File: src/pma_pkg.sv
// Shared constants and types for the program mode access timer
package pma_pkg;
    localparam int CLK_HZ = 20_000_000;
    localparam int SEC_TIME_S = 1;
    localparam int SEC_CYCLES = CLK_HZ * SEC_TIME_S;
    localparam int PRESC_W = 25;

    localparam logic [7:0] ADDR_KEY_FUNC = 8'h00;
    localparam logic [7:0] ADDR_KEY_ENTER = 8'h04;
    localparam logic [7:0] ADDR_STATUS = 8'h08;
    localparam logic [7:0] ADDR_TIMEOUT = 8'h0C;
    localparam logic [7:0] ADDR_DISPLAY = 8'h10;

    localparam int ST_MODE_LSB = 0;
    localparam int ST_LED_BIT = 2;
    localparam int ST_JUMPER_BIT = 3;
    localparam int ST_DIGITS_LSB = 4;
    localparam int ST_SHOWPOS_BIT = 7;
    localparam int ST_ERR_LSB = 8;

    localparam logic [9:0] FN_ACCESS = 10'h00A;
    localparam logic [9:0] FN_TIMEOUT = 10'h00B;
    localparam logic [9:0] FN_NEWCODE = 10'h05A;

    localparam logic [19:0] PROG_CODE_RST = 20'h0_0834;
    localparam logic [19:0] SUPV_CODE_DEF = 20'h5_1A3C;
    localparam logic [9:0] TMO_RST = 10'h078;
    localparam logic [9:0] TMO_MIN = 10'h00A;
    localparam logic [9:0] TMO_MAX = 10'h3E8;
    localparam logic [2:0] DIGITS_FULL = 3'h6;
    localparam logic [2:0] DIGITS_LOCKED = 3'h1;

    localparam logic [3:0] ERR_NONE = 4'h0;
    localparam logic [3:0] ERR_RANGE = 4'h3;
    localparam logic [3:0] ERR_LOCKED = 4'h7;

    localparam logic [1:0] RESP_OKAY = 2'h0;
    localparam logic [1:0] RESP_SLVERR = 2'h2;

    typedef enum logic [1:0] {MODE_NORMAL, MODE_PROGRAM, MODE_SUPERVISOR} pma_mode_t;
endpackage

File: src/pma_sec_timer.sv
// Whole-second inactivity timer with restart and one-cycle expiry pulse
`timescale 1ns/1ps
module pma_sec_timer #(
    parameter int SEC_CYCLES = pma_pkg::SEC_CYCLES
) (
    // Clock, reset and enable
    input wire logic aclk,
    input wire logic aresetn,
    input wire logic ce,
    // Control
    input wire logic restart,
    input wire logic [9:0] timeout_s,
    output logic expire
);
    import pma_pkg::*;

    typedef struct packed {
        logic armed;
        logic [PRESC_W-1:0] presc;
        logic [9:0] secs;
        logic expire;
    } pma_tmr_st_t;

    pma_tmr_st_t st_r;
    pma_tmr_st_t st_nxt;

    always_comb begin
        st_nxt = st_r;
        st_nxt.expire = 1'b0;
        if (restart) begin
            st_nxt.armed = 1'b1;
            st_nxt.presc = '0;
            st_nxt.secs = '0;
        end else if (st_r.armed) begin
            if (st_r.presc == PRESC_W'(SEC_CYCLES - 1)) begin
                st_nxt.presc = '0;
                if (st_r.secs + 10'h001 >= timeout_s) begin
                    st_nxt.armed = 1'b0;
                    st_nxt.expire = 1'b1;
                end else begin
                    st_nxt.secs = st_r.secs + 10'h001;
                end
            end else begin
                st_nxt.presc = st_r.presc + PRESC_W'(1);
            end
        end
    end

    always_ff @(posedge aclk) begin
        if (!aresetn) begin
            st_r <= '0;
        end else if (ce) begin
            st_r <= st_nxt;
        end
    end

    assign expire = st_r.expire;
endmodule

File: src/pma_access_ctrl.sv
// Program/supervisory access control, lockout and inactivity time-out with AXI4-Lite slave
//
// How it works
// - Ordinary parameter changes pass only in program or supervisory mode
// - Program mode needs the lockout jumper fitted
// - Entry field six digits with jumper, else one
// - Function 10 with program code enters program mode
// - Supervisory code gives supervisory mode; supervisory-only functions
// - Non-matching access entry drops to normal mode
// - Function 90 replaces code only in supervisory mode
// - Key press restarts timer; expiry leaves program mode
// - Time-out set by function 11, 10..1000 s, 120 default
// - Expiry returns display to machine position
//
// Implementation choices: the register offsets and the AXI4-Lite slave port.
`timescale 1ns/1ps
module pma_access_ctrl #(
    parameter int SEC_CYCLES = pma_pkg::SEC_CYCLES,
    // Arbitrary value, replaced at build time
    parameter logic [19:0] SUPV_CODE = pma_pkg::SUPV_CODE_DEF
) (
    // Clock, reset, enable
    input wire logic aclk,
    input wire logic aresetn,
    input wire logic ce,
    // Lockout pin
    input wire logic program_lockout_jumper,
    // AXI4-Lite write
    input wire logic [7:0] s_axi_awaddr,
    input wire logic s_axi_awvalid,
    output logic s_axi_awready,
    input wire logic [31:0] s_axi_wdata,
    input wire logic [3:0] s_axi_wstrb,
    input wire logic s_axi_wvalid,
    output logic s_axi_wready,
    output logic [1:0] s_axi_bresp,
    output logic s_axi_bvalid,
    input wire logic s_axi_bready,
    // AXI4-Lite read
    input wire logic [7:0] s_axi_araddr,
    input wire logic s_axi_arvalid,
    output logic s_axi_arready,
    output logic [31:0] s_axi_rdata,
    output logic [1:0] s_axi_rresp,
    output logic s_axi_rvalid,
    input wire logic s_axi_rready,
    // Indicator and display
    output logic program_led,
    output logic [2:0] entry_digits,
    output logic show_position,
    // Parameter store write port
    output logic param_wr_valid,
    output logic [9:0] param_func,
    output logic [19:0] param_data
);
    import pma_pkg::*;

    typedef struct packed {
        logic aw_hold;
        logic [7:0] awaddr;
        logic w_hold;
        logic [31:0] wdata;
        logic [3:0] wstrb;
        logic awready;
        logic wready;
        logic bvalid;
        logic [1:0] bresp;
        logic arready;
        logic rvalid;
        logic [1:0] rresp;
        logic [31:0] rdata;
        logic sync_a;
        logic jumper_s;
        pma_mode_t mode;
        logic [9:0] func;
        logic [19:0] entry;
        logic [19:0] prog_code;
        logic [9:0] tmo;
        logic led;
        logic [2:0] digits;
        logic show_pos;
        logic [3:0] err;
        logic pv;
        logic [9:0] pfunc;
        logic [19:0] pdata;
        logic key;
    } pma_top_st_t;

    pma_top_st_t st_r;
    pma_top_st_t st_nxt;
    logic expire;
    logic entry_fire;
    logic [19:0] val;

    pma_sec_timer #(
        .SEC_CYCLES(SEC_CYCLES)
    ) u_timer (
        .aclk(aclk),
        .aresetn(aresetn),
        .ce(ce),
        .restart(st_r.key),
        .timeout_s(st_r.tmo),
        .expire(expire)
    );

    always_comb begin
        st_nxt = st_r;
        entry_fire = 1'b0;
        val = '0;
        st_nxt.pv = 1'b0;
        st_nxt.key = 1'b0;
        // Two-stage synchroniser for the jumper pin
        st_nxt.sync_a = program_lockout_jumper;
        st_nxt.jumper_s = st_r.sync_a;
        st_nxt.digits = st_r.jumper_s ? DIGITS_FULL : DIGITS_LOCKED;

        if (st_r.bvalid && s_axi_bready) begin
            st_nxt.bvalid = 1'b0;
        end
        if (s_axi_awvalid && st_r.awready) begin
            st_nxt.aw_hold = 1'b1;
            st_nxt.awaddr = s_axi_awaddr;
        end
        if (s_axi_wvalid && st_r.wready) begin
            st_nxt.w_hold = 1'b1;
            st_nxt.wdata = s_axi_wdata;
            st_nxt.wstrb = s_axi_wstrb;
        end

        // Write execution once address and data are both held
        if (st_nxt.aw_hold && st_nxt.w_hold && !st_nxt.bvalid) begin
            st_nxt.aw_hold = 1'b0;
            st_nxt.w_hold = 1'b0;
            st_nxt.bvalid = 1'b1;
            st_nxt.bresp = RESP_OKAY;
            val = st_nxt.wdata[19:0];
            unique case (st_nxt.awaddr)
                ADDR_KEY_FUNC: begin
                    if (|st_nxt.wstrb) begin
                        st_nxt.func = st_nxt.wdata[9:0];
                        st_nxt.key = 1'b1;
                    end
                end
                ADDR_KEY_ENTER: begin
                    if (|st_nxt.wstrb) begin
                        st_nxt.entry = val;
                        st_nxt.key = 1'b1;
                        st_nxt.err = ERR_NONE;
                        if (st_r.func == FN_ACCESS) begin
                            entry_fire = 1'b1;
                            if (val == st_r.prog_code && st_r.jumper_s) begin
                                st_nxt.mode = MODE_PROGRAM;
                            end else if (val == SUPV_CODE && st_r.jumper_s) begin
                                st_nxt.mode = MODE_SUPERVISOR;
                            end else begin
                                st_nxt.mode = MODE_NORMAL;
                                if (!st_r.jumper_s) begin
                                    st_nxt.err = ERR_LOCKED;
                                end
                            end
                        end else if (st_r.func == FN_NEWCODE) begin
                            if (st_r.mode == MODE_SUPERVISOR) begin
                                st_nxt.prog_code = val;
                            end else begin
                                st_nxt.err = ERR_LOCKED;
                            end
                        end else if (st_r.mode == MODE_NORMAL) begin
                            st_nxt.err = ERR_LOCKED;
                        end else if (st_r.func == FN_TIMEOUT) begin
                            if (val >= 20'(TMO_MIN) && val <= 20'(TMO_MAX)) begin
                                st_nxt.tmo = val[9:0];
                            end else begin
                                st_nxt.err = ERR_RANGE;
                            end
                        end else begin
                            st_nxt.pv = 1'b1;
                            st_nxt.pfunc = st_r.func;
                            st_nxt.pdata = val;
                        end
                    end
                end
                ADDR_DISPLAY: begin
                    if (|st_nxt.wstrb) begin
                        st_nxt.show_pos = ~st_nxt.wdata[0];
                        st_nxt.key = 1'b1;
                    end
                end
                ADDR_STATUS, ADDR_TIMEOUT: begin
                end
                default: begin
                    st_nxt.bresp = RESP_SLVERR;
                end
            endcase
        end

        // Expiry beats a same-cycle key write; the next key restarts it anyway
        if (expire) begin
            st_nxt.mode = MODE_NORMAL;
            st_nxt.show_pos = 1'b1;
        end
        st_nxt.led = (st_nxt.mode != MODE_NORMAL);

        if (st_r.rvalid && s_axi_rready) begin
            st_nxt.rvalid = 1'b0;
        end
        if (s_axi_arvalid && st_r.arready) begin
            st_nxt.rvalid = 1'b1;
            st_nxt.rresp = RESP_OKAY;
            st_nxt.rdata = '0;
            unique case (s_axi_araddr)
                ADDR_KEY_FUNC: st_nxt.rdata[9:0] = st_r.func;
                ADDR_KEY_ENTER: st_nxt.rdata[19:0] = st_r.entry;
                ADDR_STATUS: begin
                    st_nxt.rdata[ST_MODE_LSB +: 2] = st_r.mode;
                    st_nxt.rdata[ST_LED_BIT] = st_r.led;
                    st_nxt.rdata[ST_JUMPER_BIT] = st_r.jumper_s;
                    st_nxt.rdata[ST_DIGITS_LSB +: 3] = st_r.digits;
                    st_nxt.rdata[ST_SHOWPOS_BIT] = st_r.show_pos;
                    st_nxt.rdata[ST_ERR_LSB +: 4] = st_r.err;
                end
                ADDR_TIMEOUT: st_nxt.rdata[9:0] = st_r.tmo;
                ADDR_DISPLAY: st_nxt.rdata[0] = ~st_r.show_pos;
                default: st_nxt.rresp = RESP_SLVERR;
            endcase
        end
        st_nxt.awready = !st_nxt.aw_hold && !st_nxt.bvalid;
        st_nxt.wready = !st_nxt.w_hold && !st_nxt.bvalid;
        st_nxt.arready = !st_nxt.rvalid;
    end

    always_ff @(posedge aclk) begin
        if (!aresetn) begin
            st_r <= '0;
            st_r.prog_code <= PROG_CODE_RST;
            st_r.tmo <= TMO_RST;
            st_r.digits <= DIGITS_LOCKED;
            st_r.show_pos <= 1'b1;
        end else if (ce) begin
            st_r <= st_nxt;
        end
    end

    assign s_axi_awready = st_r.awready;
    assign s_axi_wready = st_r.wready;
    assign s_axi_bvalid = st_r.bvalid;
    assign s_axi_bresp = st_r.bresp;
    assign s_axi_arready = st_r.arready;
    assign s_axi_rvalid = st_r.rvalid;
    assign s_axi_rresp = st_r.rresp;
    assign s_axi_rdata = st_r.rdata;
    assign program_led = st_r.led;
    assign entry_digits = st_r.digits;
    assign show_position = st_r.show_pos;
    assign param_wr_valid = st_r.pv;
    assign param_func = st_r.pfunc;
    assign param_data = st_r.pdata;
endmodule

File: config.mk
export PLATFORM = sky130hd
export DESIGN_NAME = pma_access_ctrl
export DESIGN_NICKNAME = d
export VERILOG_FILES = /design/src/pma_pkg.sv /design/src/pma_sec_timer.sv /design/src/pma_access_ctrl.sv
export SDC_FILE = /design/constraint.sdc
export NUM_CORES = 1
export LEC_CHECK = 0
export BUFFER_PORTS_ARGS = -buffer_cell sky130_fd_sc_hd__buf_2
export CORE_AREA = 2 2 161 124
export CTS_CLUSTER_SIZE = 8
export DETAILED_ROUTE_END_ITERATION = 16
export DIE_AREA = 0 0 163 126
export GPL_ROUTABILITY_DRIVEN = 0
export PLACE_DENSITY = 0.81
export SETUP_SLACK_MARGIN = 0.3
export SLEW_MARGIN = 20
export SYNTH_ARGS = -nofsm -noshare
export SYNTH_HDL_FRONTEND = slang
export SYNTH_HIERARCHICAL = 1
export SYNTH_SLANG_ARGS = --single-unit
File: constraint.sdc
create_clock -name aclk -period 6.1 [get_ports aclk]
set_input_delay 0.305 -clock aclk [delete_from_list [all_inputs] [get_ports aclk]]
set_output_delay 0.305 -clock aclk [all_outputs]
set_load 0.005 [all_outputs]
==> out/metrics.yaml <==
status:
  outcome: "completed"
power_and_ir_drop:
  power-per-cell-area_nw_per_um2: 249
  seq_power_share: 0.484
  leakagePower_nw: 4.03
  ir_worst_vdd_mv: 0.159
  swShare: 0.241
  power_report.internal_total_w: 0.00208
  switchingPower_w: 0.000660
  combinationalPowerShare: 0.065
  pwr-share-clk: 0.451
global_route:
  wire_length_of_the_first_global_routing_pass_um: 42900
  overflow: 0
  gr-usage-all-layers: 0.262
  largest_net_degree_at_the_start_of_global_routing: 83
  first_global_vias: 8136
  grt_antenna_before_repair: 0
synth:
  post_synth_num_cell_types: 79
  ys_seq_area_frac: 0.391
  ys.flop_type: "dfxtp_1"
  yosys-top-cells-area: "dfxtp_1 (39%), buf_4 (5.5%), nor2_1 (5.4%), nand2_1 (5.1%), a211oi_1 (4.8%)"
  netlist.area_leader.share: 0.391
  ys.warnings.count: 6
  syn-instance-count: 1213
  ys_async_rst_share: 0
  mean_cell_area_of_the_mapped_netlist_um2: 8.44
  synth-seq-cells: 200
  synth_enable_flop_cells: 0
  synth_top_area_cell: "dfxtp_1"
  syn-cell-area_um2: 10200
finish:
  layout.cell_area.non_filler_um2: 11000
  fin_nets: 1299
  final_layout_size_suffix_gt1_frac: 0.151
  area_delta_synth_final_pct: 7.58
  antenna_cells_inserted: 0
timing:
  setup_viol_count_final: 0
  fin_setup_tns_ps: 0
  worst_slew_margin_rel: 0.254
  final.setup_skew_ps: 9.20
  maxSlewViolCount: 0
  unrepaired_setup_endpoints_after_global_routing: "false"
  worst_path_setup_slack_after_routing_ps: 2170
  report.final.hold_viol_count: 0
  finalCritPeriodShare: 0.644
  max_freq_ghz: 0.254
  layout_min_cycle_time_ps: 3930
  worstMarginPinSlew_ps: 1110
cts:
  cts_tree: "done"
  ctsHtreeMaxLevel: 4
  cts.path.max_buffers: 2
  cts_setup_buffers: 0
  cts.repair.resized: 0
  worstSkewPairLatency_ps: 440
  post_cts_hold_buffer_count: 0
  cts.root.buffer_cell: "clkbuf_16"
  cts.clk_slew.worst_paths_ps: 70
  cts_sinks: 200
  cts_made_buffers: 17
detailed_routing:
  detail_route.first_pass.iterations: 7
  routed-via-count: 9050
  drt-initial-drc-count: 1098
  postRouteAntennaNets: 0
  postRouteWirelength_um: 27100
  wl_per_cell_um: 18.1
  drt-vias-per-instance: 6.07
  drc: 0
floorplanning:
  die_w_um: 163
  vertical_extent_of_the_die_um: 126
  row_count: 44
  dieArea_um2: 20500
  floorplan.core_area_um2: 19000
  floorplan.initialDensity: 0.539
  top_level_ports: 138
critical_path:
  critPathMaxFanout: 35
  setup.worst_path.end_class: "flop"
  worst-r2r-cell-count: 7
  r2r-start: "s_axi_wready$_SDFFE_PN0P_"
  r2r_end: "param_func[8]$_SDFFE_PN0P_"
  cp_data_required_time_ps: 6390
  critical-path-top-delay-family: "flip-flops"
  critPathBufInv: 1
  critPathKind: "reg2reg"
  critPathSlowestCell: "dfxtp_1"
  setup.reg_to_reg.worst_slack_ps: 2170
  worstPathCellList: "nand2_2, mux2_2, nand4b_1, a2111oi_4, buf_4, mux2i_1, nor2_1"
  arrival_ps: 4220
  worstSetupStartpointType: "flop"
  cpPeakStageDelay_ps: 890
place:
  place_worst_setup_slack_ps: 2300
  postPlaceCellArea_um2: 10400
  placement.io_buffers: 111
  post-dp-hpwl_um: 19000
job:
  drv_cap: 0
min_path:
  whs_endpoint: "st_r[148]$_SDFFE_PN0P_"
  min_path_cells: 3
  hold_crit_class: "in2reg"
  timing.hold.worst.start: "s_axi_wstrb[2]"
## power groups by stage
stage / Combinational, W / Sequential (W) / Clock, W
after floorplan: 0.000124 / 0.00135 / 0
after global placement: 0.000170 / 0.00136 / 0
after detailed placement: 0.000172 / 0.00136 / 0
after CTS: 0.000173 / 0.00133 / 0.00124
after global routing: 0.000192 / 0.00133 / 0.00130
final: 0.000178 / 0.00133 / 0.00124
## worst max-delay path by stage
| stage | from | to | slack, ps | cells after the start |
|---|---|---|---|---|
| after floorplan | u_timer/st_r[1]$_SDFFE_PN0P_ | u_timer/st_r[5]$_SDFFE_PN0P_ | 3640 | 12 |
| after global placement | s_axi_wready$_SDFFE_PN0P_ | param_func[4]$_SDFFE_PN0P_ | 2380 | 7 |
| after detailed placement | s_axi_wready$_SDFFE_PN0P_ | param_func[6]$_SDFFE_PN0P_ | 2300 | 7 |
| after CTS | s_axi_wready$_SDFFE_PN0P_ | param_func[8]$_SDFFE_PN0P_ | 2220 | 7 |
| after global routing | s_axi_wready$_SDFFE_PN0P_ | param_func[6]$_SDFFE_PN0P_ | 1840 | 7 |
| final | s_axi_wready$_SDFFE_PN0P_ | param_func[8]$_SDFFE_PN0P_ | 2170 | 7 |
## cells in the mapped netlist, types with 5 or more instances
library cell and instances:
o21ai_0 33, a21boi_0 5, nor4bb_1 5, nor2_1 148, or3_1 5, a22oi_1 14
a311oi_1 7, xnor2_1 22, and3_1 9, nor4_1 14, nand4_1 18, clkbuf_1 40
a31oi_1 7, mux4_2 10, a211oi_1 66, buf_6 5, and2_1 11, inv_1 36
nand3_1 49, buf_2 9, nor2b_1 8, xor2_1 20, nand4b_1 6, dfxtp_1 200
a21oi_1 78, nand2_1 139, buf_4 75, ha_1 12, nor3_1 17, o211ai_1 8
or4_1 5, buf_1 5, nand2b_1 11, mux2i_1 31
## cell families after synthesis
group	Yosys count	share of synthesized area
AO/OA/AOI/OAI	263	0.174
XOR/XNOR	42	0.0359
adder cells (fa/ha/maj)	12	0.0147
buffers and inverters	171	0.0950
flip-flops	200	0.391
multiplexers	48	0.0625
other	1	0.000366
AND/OR/NAND/NOR	476	0.226
## sequential cells by signal, indices dropped and copies added, names as in the netlist
| name | cells |
|---|---|
| s_axi_bresp | 1 |
| param_data | 20 |
| s_axi_arready | 1 |
| u_timer/st_r | 36 |
| s_axi_awready | 1 |
| s_axi_wready | 1 |
| param_wr_valid | 1 |
| entry_digits | 2 |
| s_axi_rresp | 1 |
| s_axi_rdata | 20 |
| param_func | 10 |
| u_timer/expire | 1 |
| s_axi_rvalid | 1 |
| s_axi_bvalid | 1 |
| st_nxt | 1 |
| show_position | 1 |
| st_r | 100 |
| program_led | 1 |
## layout by cell type, fill, tap and decap left out, types with 5 or more instances in the layout
master / n
dfxtp_1: 200
nor2_1: 147
nand2_1: 139
buf_2: 111
a21oi_1: 78
a211oi_1: 66
nand3_1: 49
inv_1: 35
o21ai_0: 33
mux2i_1: 31
xnor2_1: 22
xor2_1: 20
nand4_1: 18
clkbuf_16: 17
nor3_1: 16
nor4_1: 14
a22oi_1: 14
conb_1: 14
ha_1: 12
nand2b_1: 11
and2_1: 11
mux4_2: 10
nor2b_1: 8
o211ai_1: 8
and3_1: 8
a31oi_1: 7
a311oi_1: 7
nand4b_1: 6
inv_6: 6
a21boi_0: 5
nor4bb_1: 5
or4_1: 5
or3_1: 5
## layout make-up
type / instances / area [um^2]
Fill cell: 1642 / 7980
Sequential cell: 200 / 4000
Multi-Input combinational cell: 855 / 5320
Clock inverter: 13 / 204
Inverter: 37 / 141
Timing Repair Buffer: 115 / 586
Clock buffer: 19 / 443
Tap cell: 253 / 317
## routing by layer
| layer | up-vias | GRT usage | wire [um] |
|---|---|---|---|
| li1 | 4273 | - | - |
| met1 | 4266 | 0.390 | 12500 |
| met2 | 470 | 0.381 | 11300 |
| met3 | 41 | 0.0679 | 2790 |
| met4 | 0 | 0.0567 | 457 |
| met5 | - | 0 | 0 |
## worst register-to-register path, stage by stage, from the launching register on
cell and delay [ps]:
dfxtp_1 890, nand2_2 430, mux2_2 420, nand4b_1 370, a2111oi_4 800, buf_4 530, mux2i_1 290, nor2_1 60
## per-stage QoR
stage	instances	hold WS, ps	utilization	power [W]
floorplan	1226	432	-	0.00147
global placement	1460	441	0.545	0.00153
detailed placement	1460	445	0.545	0.00153
CTS	1492	108	0.579	0.00274
global route	1492	118	0.580	0.00282
finish	1492	117	0.580	0.00274
No activity file was read; power rests on OpenSTA's default activity.
